`src/logic/gtu_defines.svh`:
```
// register offsets, field positions, reset values and counts of the timer unit
// Notes on behaviour
// - five 16-bit up/down timers: three in the first module, two in the second
// - timers run alone or chain only to a timer of their own module
// - first-module timers select timer, gated, counter or incremental mode
// - timer mode advances at system clock divided by the programmed prescaler
// - counter mode advances on selected edges of the timer's count pin
// - gated mode counts prescaled clocks only while the gate pin is high
// - in timer or gated mode, timers advance at most once every 4 system clocks
// - direction from a control bit, optionally flipped by the direction pin
// - incremental mode derives count and direction from quadrature pins
// - core timer a toggles its latch on each wrap; latch may drive a pin
// - core a latch may clock both auxiliary timers of the first module
// - an auxiliary timer used as capture or reload register does not count
// - capture mode latches core timer a on the selected pin edge
// - reload mode copies into core a on pin edge or latch transition
// - two reloads on opposite latch edges give a hands-free pwm waveform
// - core timer b toggles its latch, may clock aux c and drive a pin
// - core b wraps are output and may reload it from the capture register
// - capture register takes aux c on capture pin edge, optional clear
// - capture may instead trigger on core a count and/or direction pins
`ifndef GTU_DEFINES_SVH
`define GTU_DEFINES_SVH
`define GTU_CORE_A 0
`define GTU_AUX_A 1
`define GTU_AUX_B 2
`define GTU_CORE_B 3
`define GTU_AUX_C 4
`define GTU_DIR_BASE 5
`define GTU_CAP_PIN 10
`define GTU_REG_CTRL0 4'h0
`define GTU_REG_CNT0 4'h5
`define GTU_REG_CAPREG 4'ha
`define GTU_REG_CAPCTL 4'hb
`define GTU_REG_STATUS 4'hc
`define GTU_F_MODE 0
`define GTU_F_PRESC 3
`define GTU_F_RUN 6
`define GTU_F_DOWN 7
`define GTU_F_EXTDIR 8
`define GTU_F_OUTEN 9
`define GTU_F_EDGE 10
`define GTU_F_ALTSRC 12
`define GTU_F_LATTRIG 13
`define GTU_CC_EN 0
`define GTU_CC_EDGE 1
`define GTU_CC_SRC 3
`define GTU_CC_CLEAR 5
`define GTU_CTRL_RST 16'h0000
`define GTU_CNT_RST 16'h0000
`define GTU_CAP_RST 16'h0000
`define GTU_MIN_DIV 4
`endif

```
`src/logic/gtu_pkg.sv`:
```
// types shared by the general timer unit
package gtu_pkg;
  typedef enum logic [2:0] {
    GTU_TIMER,
    GTU_GATED,
    GTU_COUNTER,
    GTU_INCR,
    GTU_RELOAD,
    GTU_CAPTURE
  } gtu_mode_e;

  typedef struct packed {
    logic capture;
    logic [4:0] direction;
    logic [4:0] count_gate;
  } gtu_pins_s;

  typedef struct packed {
    logic [4:0][15:0] ctrl;
    logic [4:0][15:0] cnt;
    logic [15:0] capreg;
    logic [15:0] capctl;
    logic [15:0] rdata;
    logic [10:0] s1;
    logic [10:0] s2;
    logic [10:0] s3;
    logic [10:0] q;
    logic [8:0] pre;
    logic latch_a;
    logic latch_b;
    logic lat_a_d;
    logic lat_b_d;
    logic wrap_b;
  } gtu_state_s;
endpackage

```
`src/logic/gtu_timer_unit.sv`:
```
// general timer unit: five 16-bit timers in two modules with register port
`timescale 1ns/1ns
`include "gtu_defines.svh"
module gtu_timer_unit (
  input wire logic core_clk,
  input wire logic reset_n,
  input wire logic [3:0] reg_addr,
  input wire logic [15:0] reg_wdata,
  input wire logic reg_write,
  input wire logic reg_read,
  output logic [15:0] reg_rdata,
  input wire gtu_pkg::gtu_pins_s timer_pins,
  output logic core_a_toggle_pin,
  output logic core_a_toggle_oe,
  output logic core_b_toggle_pin,
  output logic core_b_toggle_oe,
  output logic core_b_wrap
);
  import gtu_pkg::*;

  gtu_state_s st_ff;
  gtu_state_s nxt_st;
  gtu_mode_e mode [5];
  logic [10:0] rise;
  logic [10:0] fall;
  logic [4:0] tick;
  logic [4:0] adv;
  logic [4:0] dn;
  logic [4:0] wrap;
  logic [4:0] src_hit;
  logic [2:1] cap_hit;
  logic [2:1] rel_hit;
  logic cr_hit;
  logic lat_a_r;
  logic lat_a_f;
  logic lat_b_r;
  logic lat_b_f;
  logic a_edge;
  logic b_edge;

  function automatic logic edge_hit(logic [1:0] sel, logic r, logic f);
    return (sel[0] & r) | (sel[1] & f);
  endfunction

  // every divider is a multiple of four, so the finest step is four clocks
  function automatic logic pre_tick(logic [8:0] pre, logic [2:0] ps);
    logic [8:0] mask;
    mask = 9'((`GTU_MIN_DIV << ps) - 1);
    return (pre & mask) == mask;
  endfunction

  always_comb begin
    nxt_st = st_ff;
    rise = '0;
    fall = '0;
    tick = '0;
    adv = '0;
    dn = '0;
    wrap = '0;
    src_hit = '0;
    cap_hit = '0;
    rel_hit = '0;
    cr_hit = 1'b0;
    a_edge = 1'b0;
    b_edge = 1'b0;
    for (int i = 0; i < 5; i++) begin
      mode[i] = gtu_mode_e'(st_ff.ctrl[i][`GTU_F_MODE +: 3]);
    end

    // three stages; a level counts once stages two and three agree
    nxt_st.s1 = timer_pins;
    nxt_st.s2 = st_ff.s1;
    nxt_st.s3 = st_ff.s2;
    for (int k = 0; k < 11; k++) begin
      if (st_ff.s2[k] == st_ff.s3[k]) begin
        nxt_st.q[k] = st_ff.s3[k];
      end
    end
    rise = nxt_st.q & ~st_ff.q;
    fall = ~nxt_st.q & st_ff.q;

    nxt_st.pre = st_ff.pre + 9'h001;
    nxt_st.lat_a_d = st_ff.latch_a;
    nxt_st.lat_b_d = st_ff.latch_b;
    nxt_st.wrap_b = 1'b0;
    // latch edges are seen one cycle late, which keeps the chain acyclic
    lat_a_r = st_ff.latch_a & ~st_ff.lat_a_d;
    lat_a_f = ~st_ff.latch_a & st_ff.lat_a_d;
    lat_b_r = st_ff.latch_b & ~st_ff.lat_b_d;
    lat_b_f = ~st_ff.latch_b & st_ff.lat_b_d;

    for (int i = 0; i < 5; i++) begin
      tick[i] = pre_tick(st_ff.pre, st_ff.ctrl[i][`GTU_F_PRESC +: 3]);
      if (st_ff.ctrl[i][`GTU_F_ALTSRC] && i == `GTU_AUX_C) begin
        src_hit[i] = edge_hit(st_ff.ctrl[i][`GTU_F_EDGE +: 2],
                              lat_b_r, lat_b_f);
      end else if (st_ff.ctrl[i][`GTU_F_ALTSRC] &&
                   (i == `GTU_AUX_A || i == `GTU_AUX_B)) begin
        src_hit[i] = edge_hit(st_ff.ctrl[i][`GTU_F_EDGE +: 2],
                              lat_a_r, lat_a_f);
      end else begin
        src_hit[i] = edge_hit(st_ff.ctrl[i][`GTU_F_EDGE +: 2],
                              rise[i], fall[i]);
      end
      dn[i] = st_ff.ctrl[i][`GTU_F_DOWN] ^
              (st_ff.ctrl[i][`GTU_F_EXTDIR] &
               nxt_st.q[i + `GTU_DIR_BASE]);
      unique case (mode[i])
        GTU_TIMER: adv[i] = tick[i];
        GTU_GATED: adv[i] = tick[i] & nxt_st.q[i];
        GTU_COUNTER: adv[i] = src_hit[i];
        GTU_INCR: begin
          // quadrature: a leading b counts up, b leading a counts down
          a_edge = rise[i] | fall[i];
          b_edge = rise[i + `GTU_DIR_BASE] | fall[i + `GTU_DIR_BASE];
          adv[i] = (i < 3) && (a_edge || b_edge);
          dn[i] = st_ff.ctrl[i][`GTU_F_DOWN] ^
                  (a_edge ? (nxt_st.q[i] == nxt_st.q[i + `GTU_DIR_BASE])
                          : (nxt_st.q[i] != nxt_st.q[i + `GTU_DIR_BASE]));
        end
        GTU_RELOAD: adv[i] = 1'b0;
        GTU_CAPTURE: adv[i] = 1'b0;
        default: adv[i] = 1'b0;
      endcase
      adv[i] = adv[i] & st_ff.ctrl[i][`GTU_F_RUN];
      if (adv[i]) begin
        wrap[i] = dn[i] ? (st_ff.cnt[i] == 16'h0000)
                        : (st_ff.cnt[i] == 16'hffff);
        nxt_st.cnt[i] = dn[i] ? st_ff.cnt[i] - 16'h0001
                              : st_ff.cnt[i] + 16'h0001;
      end
    end

    if (wrap[`GTU_CORE_A]) begin
      nxt_st.latch_a = ~st_ff.latch_a;
    end
    if (wrap[`GTU_CORE_B]) begin
      nxt_st.latch_b = ~st_ff.latch_b;
      nxt_st.wrap_b = 1'b1;
      if (st_ff.ctrl[`GTU_CORE_B][`GTU_F_ALTSRC]) begin
        nxt_st.cnt[`GTU_CORE_B] = st_ff.capreg;
      end
    end

    // aux a and b as capture or reload registers of core a
    for (int j = 1; j < 3; j++) begin
      cap_hit[j] = (mode[j] == GTU_CAPTURE) &&
                   edge_hit(st_ff.ctrl[j][`GTU_F_EDGE +: 2],
                            rise[j], fall[j]);
      if (cap_hit[j]) begin
        nxt_st.cnt[j] = st_ff.cnt[`GTU_CORE_A];
      end
      rel_hit[j] = (mode[j] == GTU_RELOAD) &&
                   (st_ff.ctrl[j][`GTU_F_LATTRIG] ?
                    edge_hit(st_ff.ctrl[j][`GTU_F_EDGE +: 2],
                             lat_a_r, lat_a_f) :
                    edge_hit(st_ff.ctrl[j][`GTU_F_EDGE +: 2],
                             rise[j], fall[j]));
      if (rel_hit[j]) begin
        // opposite latch edges on a and b give low and high times
        nxt_st.cnt[`GTU_CORE_A] = st_ff.cnt[j];
      end
    end

    // capture register trigger: own pin or the core a quadrature pins
    unique case (st_ff.capctl[`GTU_CC_SRC +: 2])
      2'h0: cr_hit = edge_hit(st_ff.capctl[`GTU_CC_EDGE +: 2],
                              rise[`GTU_CAP_PIN], fall[`GTU_CAP_PIN]);
      2'h1: cr_hit = rise[`GTU_CORE_A] | fall[`GTU_CORE_A];
      2'h2: cr_hit = rise[`GTU_DIR_BASE] | fall[`GTU_DIR_BASE];
      2'h3: cr_hit = rise[`GTU_CORE_A] | fall[`GTU_CORE_A] |
                     rise[`GTU_DIR_BASE] | fall[`GTU_DIR_BASE];
    endcase
    cr_hit = cr_hit & st_ff.capctl[`GTU_CC_EN];
    if (cr_hit) begin
      nxt_st.capreg = st_ff.cnt[`GTU_AUX_C];
      if (st_ff.capctl[`GTU_CC_CLEAR]) begin
        nxt_st.cnt[`GTU_AUX_C] = `GTU_CNT_RST;
      end
    end

    // software writes take precedence over hardware updates
    if (reg_write) begin
      if (reg_addr < `GTU_REG_CNT0) begin
        nxt_st.ctrl[reg_addr[2:0]] = reg_wdata;
      end else if (reg_addr < `GTU_REG_CAPREG) begin
        nxt_st.cnt[3'(reg_addr - `GTU_REG_CNT0)] = reg_wdata;
      end else if (reg_addr == `GTU_REG_CAPREG) begin
        nxt_st.capreg = reg_wdata;
      end else if (reg_addr == `GTU_REG_CAPCTL) begin
        nxt_st.capctl = reg_wdata;
      end
    end

    nxt_st.rdata = 16'h0000;
    if (reg_read) begin
      if (reg_addr < `GTU_REG_CNT0) begin
        nxt_st.rdata = st_ff.ctrl[reg_addr[2:0]];
      end else if (reg_addr < `GTU_REG_CAPREG) begin
        nxt_st.rdata = st_ff.cnt[3'(reg_addr - `GTU_REG_CNT0)];
      end else if (reg_addr == `GTU_REG_CAPREG) begin
        nxt_st.rdata = st_ff.capreg;
      end else if (reg_addr == `GTU_REG_CAPCTL) begin
        nxt_st.rdata = st_ff.capctl;
      end else if (reg_addr == `GTU_REG_STATUS) begin
        nxt_st.rdata = {3'h0, st_ff.q, st_ff.latch_b, st_ff.latch_a};
      end
    end
  end

  always_ff @(posedge core_clk or negedge reset_n) begin
    if (!reset_n) begin
      st_ff <= '0;
    end else begin
      st_ff <= nxt_st;
    end
  end

  assign reg_rdata = st_ff.rdata;
  assign core_a_toggle_pin = st_ff.latch_a;
  assign core_a_toggle_oe = st_ff.ctrl[`GTU_CORE_A][`GTU_F_OUTEN];
  assign core_b_toggle_pin = st_ff.latch_b;
  assign core_b_toggle_oe = st_ff.ctrl[`GTU_CORE_B][`GTU_F_OUTEN];
  assign core_b_wrap = st_ff.wrap_b;
endmodule

```
`config.mk`:
```
export PLATFORM = sky130hd
export DESIGN_NAME = gtu_timer_unit
export DESIGN_NICKNAME = d
export VERILOG_FILES = /design/src/logic/gtu_pkg.sv /design/src/logic/gtu_timer_unit.sv
export VERILOG_INCLUDE_DIRS = /design/src /design/src/logic
export SDC_FILE = /design/constraint.sdc
export NUM_CORES = 1
export LEC_CHECK = 0
export BUFFER_PORTS_ARGS = -buffer_cell sky130_fd_sc_hd__buf_2
export CORE_ASPECT_RATIO = 0.7
export CORE_UTILIZATION = 50
export CTS_CLUSTER_DIAMETER = 30
export DETAILED_ROUTE_END_ITERATION = 8
export PLACE_DENSITY = 0.66
export SLEW_MARGIN = 20
export SYNTH_ARGS = -nofsm -noshare
export SYNTH_HDL_FRONTEND = slang
export SYNTH_SLANG_ARGS = --single-unit
export TNS_END_PERCENT = 100
```
`constraint.sdc`:
```
create_clock -name core_clk -period 11.6 [get_ports core_clk]
set_input_delay 0 -clock core_clk [delete_from_list [all_inputs] [get_ports core_clk]]
set_output_delay 0 -clock core_clk [all_outputs]
set_load 0.1 [all_outputs]
```
Yosys cells after proc, flatten, opt, wreduce, memory -nomap -nowiden
Index checks and enable logic that the tools add are counted.
Storage, ports and cells
  word-level logic and storage cells: 285
  flip-flop bits (word level): 266
  bits of input ports: 35
  output and inout bits: 21
Cells by class
  bitwise operators: 83
  shift operators: 5
  add/sub/neg operators: 17
  mux-type cells: 79
  reductions and logical operators: 19
  magnitude comparators: 6
  equality and inequality tests: 53
Operators by type and width (number)
  16-bit two-way mux: 31
  112-bit two-way mux: 2
  80-bit bitwise mux: 2
  16-bit binary-select mux with 3-bit select: 2
  16-bit demux with 3-bit select: 2
  16-bit by 1-bit adder with 16-bit output (second input constant): 5
  80-bit two-way mux: 1
  16-bit by 1-bit subtractor with 16-bit output (second input constant): 5
  9-bit bitwise AND: 5
  9-bit == test: 5
  3-bit by 3-bit left shift with 9-bit output (first input constant): 5
  9-bit by 2-bit subtractor with 9-bit output (second input constant): 5
  1-bit bitwise AND: 38
  16-bit == test (second input constant): 2
  16-bit logical NOT: 2
  32-bit two-way mux: 1
  1-bit two-way mux: 31
  3-bit by 2-bit == test with 1-bit output (second input constant): 10
  11-bit bitwise AND: 2
  11-bit inverter: 2
  1-bit OR: 19
  1-bit == test: 16
  1-bit one-hot mux with 4 select lines: 4
  3-bit by 1-bit == test with 1-bit output (second input constant): 5
  21 further kinds: 60

Logic depth before layout (Yosys ltp)
Gate-level depths: netlist of the first run.
  depth in word-level cells: 16
  gate-level depth with buffers: 19
  depth with buffers taken out: 19

Worst setup path before layout of the first run
No wires, ideal clock.
  path type: reg-to-reg
  start: register st_ff[16] (netlist bit)
  end: register st_ff[152] (netlist bit)
  setup time: 0.132 ns
  path slack: 7.058 ns
  buffers on the path: 0
  period minus slack after synthesis: 4.542 ns
  cell stages (with the launch flop): 19
  arrival: 4.409 ns
  required time: 11.468 ns
  cells stage by stage: dfrtp_1 -> a21o_1 -> o21ai_1 -> inv_1 -> ha_1 -> xnor2_1 -> nand2_1 -> mux2_2 -> xnor2_1 -> ha_1 -> nor2b_1 -> o21ai_0 -> a21boi_0 -> o21ai_0 -> a211oi_1 -> a2111oi_0 -> nor3_1 -> o21ai_0 -> a31oi_1
RTL lines
  start, declared: RTL line gtu_timer_unit.sv:21  | gtu_state_s st_ff;
  start signal, assigned: RTL line gtu_timer_unit.sv:215  | st_ff <= nxt_st;

==> tab_implementation.tex, run 1 <==
\begin{tabular}{lr}
\hline
Metric & Value \\
\hline
\multicolumn{2}{l}{\textbf{Global routing}} \\
\quad Residual overflow from global routing & 0 \\
\quad Met2 Resource Use GR & 46.3\% \\
\quad Initial antenna violation count & 3 \\
\quad First-pass GRT wire length & 94,300 µm \\
\quad Total routing resource utilization after global routing & between 30\% and 40\% \\
\quad Most congested layer reported by global routing & met1 \\
\quad Met3 global-route usage & between 10\% and 20\% \\
\quad Number of global-route vias before repair & approximately 15,000 \\
\quad Maximum number of pins on one net before global-route repair & about 180 \\
\quad Met1 layer usage reported by global route & between 50\% and 60\% \\
\multicolumn{2}{l}{\textbf{Route}} \\
\quad Number of vias in the routed layout & 16,000 \\
\quad DRT iter0 DRCs & 2,085 \\
\quad Remaining routing DRC violations & 0 \\
\quad Number of routed nets with antenna violations & 0 \\
\quad Detailed Route WL & 62,600 µm \\
\quad Post-detailed-route via-to-cell ratio & 6.37 \\
\quad Routed length per placed instance & around 25 µm \\
\quad Drt pass-1 iters & 5 \\
\multicolumn{2}{l}{\textbf{STA}} \\
\quad Final hold viol count & 0 \\
\quad Total of endpoints with negative setup slack in the final report & 0 \\
\quad Number of pins exceeding their max-slew limit in the final report & 0 \\
\quad TNS Setup & 0 ns \\
\quad Setup WS post-layout & $\sim$6.5 ns \\
\quad Max-Slew Margin vs Limit & a little over a quarter \\
\quad Unrepaired setup endpoints after global routing & false \\
\quad Crit path time final & 5.12 ns \\
\quad Slew at the pin with the worst max-slew slack & around 1.1 ns \\
\quad Max frequency & between 150 and 200 MHz \\
\quad Final period utilization & $\sim$44\% \\
\quad Clock Skew & about 0.046 ns \\
\quad Hold Worst Slack & about 0.0019 ns \\
\multicolumn{2}{l}{\textbf{Setup path}} \\
\quad Class of the most critical setup path & flip-flop to flip-flop \\
\quad Critical Path AT & 5.56 ns \\
\quad Critical Path RT & 12.03 ns \\
\quad Start point of the critical path & st\_ff[14] \\
\quad Category of the worst setup path launch point & flip-flop \\
\quad Critical path endpoint category & flip-flop \\
\quad Largest fanout on the critical path & 19 \\
\quad Worst R2R Start & st\_ff[14] \\
\multicolumn{2}{l}{\textbf{Layout}} \\
\quad Share of cells above drive strength 1 & about 15\% \\
\quad Most used cells in the layout excluding fill and tap cells & sky130\_fd\_sc\_hd\_\_dfrtp\_1 (266), sky130\_fd\_sc\_hd\_\_nand2\_1 (203), sky130\_fd\_sc\_hd\_\_o21ai\_0 (180) \\
\quad Final layout net count & between 2,000 and 2,500 \\
\quad Area Growth Syn to Fin & 15.1\% \\
\quad Most common library cell in the layout ignoring fill and taps & sky130\_fd\_sc\_hd\_\_dfrtp\_1 \\
\multicolumn{2}{l}{\textbf{Clock tree}} \\
\quad CTS tree & done \\
\quad Buffer levels on the longest clock path & 3 \\
\quad Clock input transition at the sequential cells of the worst setup and hold paths & $\sim$0.06 ns \\
\quad H-tree Lvls & 2 \\
\quad Root cell of the clock tree & sky130\_fd\_sc\_hd\_\_clkbuf\_16 \\
\quad Inserted Clock Buffers & 53 \\
\quad Clk Latency, worst-skew pair & approximately 0.6 ns \\
\quad Total clock sinks & roughly 270 \\
\multicolumn{2}{l}{\textbf{Power and ir drop}} \\
\quad Total leakage power & about 9 nW \\
\quad Worst vdd rail ir drop & around 0.18 mV \\
\quad Power density relative to cell area & 286 mW/mm² \\
\multicolumn{2}{l}{\textbf{Outcome}} \\
\quad Outcome & complete, no violations \\
\multicolumn{2}{l}{\textbf{Logic synthesis}} \\
\quad Number of warnings reported in the yosys synthesis log & 0 \\
\quad Ys async rst share & between 90\% and 100\% \\
\quad Average size of a mapped cell & 9.05 µm² \\
\quad Register area share after synthesis & a little under two fifths \\
\quad \#FFs+latches synth & approximately 270 \\
\quad Gate count of the mapped netlist & 1,955 \\
\quad Yosys cell types & 93 \\
\quad Synth top area share & between 30 and 40\% \\
\quad Number of synthesized flops with an enable pin & 0 \\
\quad Net count after synthesis & 2,084 \\
\quad Predominant post-synthesis flop cell & sky130\_fd\_sc\_hd\_\_dfrtp\_1 \\
\quad Top cells by area in the synthesized netlist & sky130\_fd\_sc\_hd\_\_dfrtp\_1 (38\%), sky130\_fd\_sc\_hd\_\_ha\_1 (6.3\%), sky130\_fd\_sc\_hd\_\_mux2\_2 (5.8\%), sky130\_fd\_sc\_hd\_\_o21ai\_0 (5.1\%), sky130\_fd\_sc\_hd\_\_nand2\_1 (4.3\%) \\
\quad Synthesized cell area & approximately 0.018 mm² \\
\quad Cell type contributing the most total cell area after synthesis & sky130\_fd\_sc\_hd\_\_dfrtp\_1 \\
\multicolumn{2}{l}{\textbf{Placed design}} \\
\quad Count of input and output buffers & 55 \\
\quad HPWL Detailed & 44,200 µm \\
\quad Routability-driven placement congestion ratio & $\sim$1 \\
\quad Worst setup timing slack at the placement stage & roughly 6.6 ns \\
\multicolumn{2}{l}{\textbf{Min path}} \\
\quad Worst hold path type & primary input to asynchronous set/reset pin \\
\multicolumn{2}{l}{\textbf{Flow run}} \\
\quad Number of max-cap violations & 0 \\
\multicolumn{2}{l}{\textbf{Floorplan}} \\
\quad Initial standard-cell utilization of the core & between 50\% and 60\% \\
\quad Row count & 57 \\
\quad Num ports & 56 \\
\quad Width of the die & between 200 and 250 µm \\
\quad DIE HEIGHT & $\sim$160 µm \\
\quad Die area & between 0.03 and 0.04 mm² \\
\quad Core outline area & about 0.035 mm² \\
\hline
\end{tabular}
## metrics by stage
step | cells | total power, mW | util [%] | cell area, µm²
after floorplan | 1955 | 3.38 | - | 17700
after global placement | 2381 | 4.09 | 52.4 | 18200
after detailed placement | 2381 | 4.15 | 52.4 | 18200
after CTS | 2511 | 5.74 | 58.6 | 20400
after global routing | 2511 | 6.15 | 58.6 | 20400
final | 2512 | 5.82 | 58.6 | 20400
## timing repair
| item | CTS | global route |
|---|---|---|
| hold buffers | 30 | 0 |
| setup buffers | 0 | 0 |
| gates resized for setup | 0 | 0 |
| hold endpoints to repair | 238 | 0 |
## worst paths after layout
check                              to  slack (ns)  cells past startpoint
min in group core_clk      nxt_st[39]        0.04                      2
min                        nxt_st[44]       0.002                      2
max in group asynchronous  st_ff[172]       10.11                      3
max reg2reg                st_ff[120]        6.48                     16
max                        st_ff[120]        6.48                     16
min reg2reg                nxt_st[31]        0.34                      0
## worst max-delay path, cell delays in order (launching register included)
cell and delay (ns):
sky130_fd_sc_hd__dfrtp_1 0.42, sky130_fd_sc_hd__maj3_1 0.42, sky130_fd_sc_hd__ha_1 0.35, sky130_fd_sc_hd__xnor2_1 0.14
sky130_fd_sc_hd__o32a_1 0.37, sky130_fd_sc_hd__xnor2_2 0.82, sky130_fd_sc_hd__inv_1 0.18, sky130_fd_sc_hd__fa_1 0.43
sky130_fd_sc_hd__nor2b_1 0.16, sky130_fd_sc_hd__o21a_1 0.14, sky130_fd_sc_hd__o21ai_0 0.12, sky130_fd_sc_hd__a211oi_1 0.32
sky130_fd_sc_hd__nor3_1 0.12, sky130_fd_sc_hd__o41ai_1 0.42, sky130_fd_sc_hd__mux2i_1 0.15, sky130_fd_sc_hd__a221oi_1 0.27
sky130_fd_sc_hd__o21ai_0 0.10
## cell families (layout without fill, tap and decap cells)
| family | after synthesis | after routing | share of synthesized area, % |
|---|---|---|---|
| compound gates | 616 | 616 | 22.0 |
| simple gates | 541 | 541 | 14.3 |
| flops | 266 | 266 | 37.6 |
| buf+inv | 193 | 277 | 4.88 |
| mux | 162 | 162 | 10.1 |
| fa+ha+maj | 102 | 102 | 7.34 |
| xor+xnor | 75 | 75 | 3.84 |
| other cells | 0 | 1 | 0 |
## cell usage after synthesis, types with 5 or more instances
library cell and number:
sky130_fd_sc_hd__xnor2_1 45, sky130_fd_sc_hd__fa_1 5, sky130_fd_sc_hd__mux2_2 91, sky130_fd_sc_hd__a211oi_1 36, sky130_fd_sc_hd__or3_1 16, sky130_fd_sc_hd__and3_1 15, sky130_fd_sc_hd__ha_1 89, sky130_fd_sc_hd__o21ai_1 27
sky130_fd_sc_hd__o221ai_1 9, sky130_fd_sc_hd__nor2_1 136, sky130_fd_sc_hd__o21a_1 15, sky130_fd_sc_hd__maj3_1 7, sky130_fd_sc_hd__o31ai_1 6, sky130_fd_sc_hd__o21ai_0 180, sky130_fd_sc_hd__nor4_1 11, sky130_fd_sc_hd__o31a_1 5
sky130_fd_sc_hd__a22oi_1 37, sky130_fd_sc_hd__buf_6 6, sky130_fd_sc_hd__inv_1 63, sky130_fd_sc_hd__xor2_1 28, sky130_fd_sc_hd__mux2i_1 66, sky130_fd_sc_hd__clkbuf_1 86, sky130_fd_sc_hd__buf_4 17, sky130_fd_sc_hd__o311ai_0 7
sky130_fd_sc_hd__dfrtp_1 266, sky130_fd_sc_hd__nand4_1 15, sky130_fd_sc_hd__buf_1 8, sky130_fd_sc_hd__nand3b_1 9, sky130_fd_sc_hd__a31oi_1 14, sky130_fd_sc_hd__buf_2 8, sky130_fd_sc_hd__a221oi_1 8, sky130_fd_sc_hd__a21oi_1 149
sky130_fd_sc_hd__a221o_1 5, sky130_fd_sc_hd__nand3_1 39, sky130_fd_sc_hd__nor3_1 33, sky130_fd_sc_hd__o211ai_1 26, sky130_fd_sc_hd__o22ai_1 20, sky130_fd_sc_hd__nand2_1 203, sky130_fd_sc_hd__nor2b_1 22, sky130_fd_sc_hd__nand2b_1 14
sky130_fd_sc_hd__a21o_1 21
## power by group
part | switching [mW] | leakage, nW | internal (mW)
Sequential | 0.520 | 3.24 | 1.18
Clock | 0.614 | 0.891 | 0.949
Combinational | 1.47 | 4.64 | 1.08
Total | 2.61 | 8.78 | 3.22
## final cells by class
type | instances | area (µm²)
diodes | 1 | 2.50
clock buffers | 56 | 1350
clock inverters | 44 | 510
fillers | 3046 | 14400
inverters | 66 | 248
multi-input cells | 1496 | 10200
flip-flops and latches | 266 | 6660
well taps | 472 | 591
repair buffers | 111 | 793
## layer usage
metal	part of all wire, %	vias to the layer above
met5	0	-
met4	2.4	0
met3	13	122
met2	40	905
met1	45	7742
li1	-	7227
## state kept, by name (all words and copies together) (netlist names)
| name | count |
|---|---|
| core_b_wrap | 1 |
| st_ff | 208 |
| core_a_toggle_pin | 1 |
| core_b_toggle_oe | 1 |
| core_a_toggle_oe | 1 |
| mode | 15 |
| nxt_st | 22 |
| core_b_toggle_pin | 1 |
| reg_rdata | 16 |
No activity file was read; power rests on OpenSTA's default activity.
==> run 2, diff against run 1 <==
--- a/config.mk
+++ b/config.mk
@@ -11,7 +11,7 @@
 export CORE_UTILIZATION = 50
 export CTS_CLUSTER_DIAMETER = 30
 export DETAILED_ROUTE_END_ITERATION = 8
-export PLACE_DENSITY = 0.66
+export PLACE_DENSITY = 0.69
 export SLEW_MARGIN = 20
 export SYNTH_ARGS = -nofsm -noshare
 export SYNTH_HDL_FRONTEND = slang
==> constraint.sdc (replaced) <==
create_clock -name core_clk -period 4.3 [get_ports core_clk]
set_input_delay 0 -clock core_clk [delete_from_list [all_inputs] [get_ports core_clk]]
set_output_delay 0 -clock core_clk [all_outputs]
set_load 0.1 [all_outputs]
==> run 2 against run 1 <==
Net effect:
- utilization up 1.5 points
- clock power grew to 2.7 times the previous value
- wire length rose by 1.0%
- via count up 2.2%
- sequential power grew to 2.7 times the previous value
- register-to-register slack lost 6.3 ns
- non-clock buffer count increased by 43
- maximum frequency increased by 23%
- count of clock-buffer cells in the layout grew 6
- critical path type unchanged
- critical endpoint is now st_ff[121]
- largest power group unchanged
==> tab_implementation.tex, run 2 (synthesis results as in run 1) <==
\begin{tabular}{lr}
\hline
Metric & Value \\
\hline
\multicolumn{2}{l}{\textbf{STA}} \\
\quad Clock Skew & 0.0230 ns (-0.0234 ns) \\
\quad Number of pins exceeding their max-slew limit in the final report & 0 (unchanged) \\
\quad Crit path time final & 4.16 ns (-0.963 ns) \\
\quad TNS Setup & 0 ns (unchanged) \\
\quad Max-Slew Margin vs Limit & 18.7\% (-7.5 points) \\
\quad Final hold viol count & 0 (unchanged) \\
\quad Max frequency & 240 MHz (+23\%) \\
\quad Slew at the pin with the worst max-slew slack & 1.21 ns (+0.103 ns) \\
\quad Final period utilization & 96.8\% (+53 points) \\
\quad Total of endpoints with negative setup slack in the final report & 0 (unchanged) \\
\multicolumn{2}{l}{\textbf{Setup path}} \\
\quad Largest fanout on the critical path & 13 (-6) \\
\quad Critical path endpoint category & flip-flop \\
\quad Category of the worst setup path launch point & flip-flop \\
\quad R2R setup slack & 0.14 ns (-6.34 ns) \\
\quad Number of cells on the worst reg-to-reg path & 16 (unchanged) \\
\quad Critical Path RT & 4.74 ns (-7.29 ns) \\
\quad Slowest cell delay on critical path & 0.40 ns (-0.42 ns) \\
\quad Ordered cell list for the critical path & maj3\_1 -> ha\_1 -> xnor2\_1 -> o32a\_1 -> xnor2\_4 -> buf\_4 -> buf\_4 -> ha\_1 -> a21o\_1 -> a211o\_1 -> o221a\_2 -> o31a\_1 -> o21a\_1 -> nor3\_1 -> xnor2\_1 -> o22ai\_1 \\
\quad End of the worst register-to-register path & st\_ff[121] \\
\quad Class of the most critical setup path & flip-flop to flip-flop \\
\quad Critical Path End & st\_ff[121] \\
\quad Critical Path AT & 4.61 ns (-0.95 ns) \\
\quad Worst R2R Start & st\_ff[25] \\
\quad Start point of the critical path & st\_ff[25] \\
\quad Slowest library cell on the worst path & sky130\_fd\_sc\_hd\_\_dfrtp\_1 \\
\multicolumn{2}{l}{\textbf{Placed design}} \\
\quad Routability-driven placement congestion ratio & 1.03 (+3.9\%) \\
\quad Count of input and output buffers & 55 (unchanged) \\
\quad HPWL Detailed & 44,900 µm (+1.6\%) \\
\quad Cell Count Post-Placement & 2,419 (+1.6\%) \\
\multicolumn{2}{l}{\textbf{Route}} \\
\quad DRT iter0 DRCs & 2,225 (+6.7\%) \\
\quad Detailed Route WL & 63,200 µm (+1.0\%) \\
\quad Routed length per placed instance & 24.7 µm (-0.75\%) \\
\quad Drt pass-1 iters & 6 (+1) \\
\quad Number of vias in the routed layout & 16,300 (+2.2\%) \\
\quad Number of routed nets with antenna violations & 0 (unchanged) \\
\quad Remaining routing DRC violations & 0 (unchanged) \\
\quad Post-detailed-route via-to-cell ratio & 6.39 (+0.38\%) \\
\multicolumn{2}{l}{\textbf{Global routing}} \\
\quad Number of global-route vias before repair & 15,200 (+2.6\%) \\
\quad Residual overflow from global routing & 0 (unchanged) \\
\quad Initial antenna violation count & 2 (-1) \\
\quad Maximum number of pins on one net before global-route repair & 94 (-46\%) \\
\quad First-pass GRT wire length & 95,000 µm (+0.67\%) \\
\quad Total routing resource utilization after global routing & 35.0\% (about the same) \\
\multicolumn{2}{l}{\textbf{Layout}} \\
\quad Share of cells above drive strength 1 & 18.5\% (+3.4 points) \\
\quad Area Growth Syn to Fin & 18.2\% \\
\quad Largest reg by FF count & st\_ff \\
\quad Most common library cell in the layout ignoring fill and taps & sky130\_fd\_sc\_hd\_\_dfrtp\_1 \\
\quad Most used cells in the layout excluding fill and tap cells & sky130\_fd\_sc\_hd\_\_dfrtp\_1 (266), sky130\_fd\_sc\_hd\_\_nand2\_1 (203), sky130\_fd\_sc\_hd\_\_o21ai\_0 (172) \\
\quad Number of non-filler instances in the completed layout & 2,557 (+1.8\%) \\
\quad Number of flip-flops under the largest register name & 208 (unchanged) \\
\quad Final layout net count & 2,167 (+2.1\%) \\
\quad Number of fill cells in the layout & 2,987 (-1.9\%) \\
\multicolumn{2}{l}{\textbf{Clock tree}} \\
\quad Inserted Clock Buffers & 54 (+1.9\%) \\
\quad CTS tree & done \\
\quad Clk Latency, worst-skew pair & 0.59 ns (-0.02 ns) \\
\quad Buffer levels on the longest clock path & 3 (unchanged) \\
\quad Total clock sinks & 266 (unchanged) \\
\quad Root cell of the clock tree & sky130\_fd\_sc\_hd\_\_clkbuf\_16 \\
\quad Clock input transition at the sequential cells of the worst setup and hold paths & 0.05 ns (about the same) \\
\quad H-tree Lvls & 2 (unchanged) \\
\multicolumn{2}{l}{\textbf{Min path}} \\
\quad Worst hold path type & primary input to asynchronous set/reset pin \\
\multicolumn{2}{l}{\textbf{Floorplan}} \\
\quad Initial standard-cell utilization of the core & 50.9\% (unchanged) \\
\quad Row count & 57 (unchanged) \\
\quad Core outline area & 0.0347 mm² (unchanged) \\
\quad DIE HEIGHT & 159 µm (unchanged) \\
\quad Width of the die & 227 µm (unchanged) \\
\quad Num ports & 56 (unchanged) \\
\quad Die area & 0.0361 mm² (unchanged) \\
\multicolumn{2}{l}{\textbf{Outcome}} \\
\quad Outcome & complete, no violations \\
\multicolumn{2}{l}{\textbf{Power and ir drop}} \\
\quad Total power & 16.4 mW (+180\%) \\
\quad Power density relative to cell area & 783 mW/mm² (+170\%) \\
\quad Total leakage power & 9.04 nW (+3.0\%) \\
\quad Worst vdd rail ir drop & 0.533 mV (+200\%) \\
\multicolumn{2}{l}{\textbf{Flow run}} \\
\quad Number of max-cap violations & 0 (unchanged) \\
\hline
\end{tabular}
run 2: changes by cell type in the layout (fill, tap and decap cells not counted), sizes merged:
cell,delta
buf,+42
clkinv,-7
clkbuf,+6
bufinv,+1
clkinvlp,+1
diode,+1
dlygate4sd3,+1
run 2: worst min-delay path by stage:
stage	from	endpoint	slack, ns	cells after the start
CTS	reset_n	nxt_st[29]	0.04	2
global route	timer_pins[9]	nxt_st[45]	0.05	2
floorplan	reset_n	core_a_toggle_oe	-0.30	0
detailed placement	reset_n	nxt_st[29]	0.07	1
global placement	reset_n	nxt_st[46]	0.06	1
finish	reset_n	nxt_st[46]	0.03	2
run 2: worst max-delay path, delay by kind of cell (launching register included):
kind	cells	cell delay (ns)
xor gates and xnor gates	3	0.49
AOI/OAI and AO/OA	7	1.55
adders and majority gates	3	1.03
and+or+nand+nor	1	0.17
buffers and inverters	2	0.37
DFF	1	0.40
run 2: report_power, final:
part           total (mW)  switching (mW)  internal [mW]  leakage (nW)
Sequential           4.61            1.42           3.19          3.24
Combinational        7.48            4.27           3.21          4.89
Clock                4.27            1.55           2.72         0.910
run 2: timing repair:
action                                  4_1_cts  5_1_grt
endpoints found under the setup margin        2       24
hold endpoints to repair                    225        0
resized for setup                             1       47
setup buffers                                 1        3
pin swaps                                     1       15
hold buffers                                 31        0
run 2: per-layer routing:
metal,vias to the layer above,GRT usage (%),share of wire (%)
li1,7322,-,-
met1,7875,53.7,44
met2,1028,47.0,40
met3,119,11.8,14
met4,0,7.28,2.0
met5,-,0,0
run 2: metrics by stage:
step	setup WS [ns]	util [%]	cell area [µm²]	hold slack, ns
6_report	0.138	60.2	20900	0.0342
5_1_grt	-0.00904	60.1	20900	0.0521
4_1_cts	0.0238	59.5	20700	0.0362
3_5_place_dp	0.00953	53.2	18500	0.0737
3_3_place_gp	0.0477	53.2	18500	0.0608
2_1_floorplan	0.00230	-	17700	-0.296
run 2: area by class of cell:
type	count	area, µm²	share of cell area [%]
multi-input cells	1496	10400	49.8
repair buffers	154	1110	5.33
inverters	66	248	1.19
clock buffers	62	1450	6.95
well taps	472	591	2.83
clock inverters	39	424	2.03
flip-flops and latches	266	6660	31.9
diodes	2	5.00	0.0240
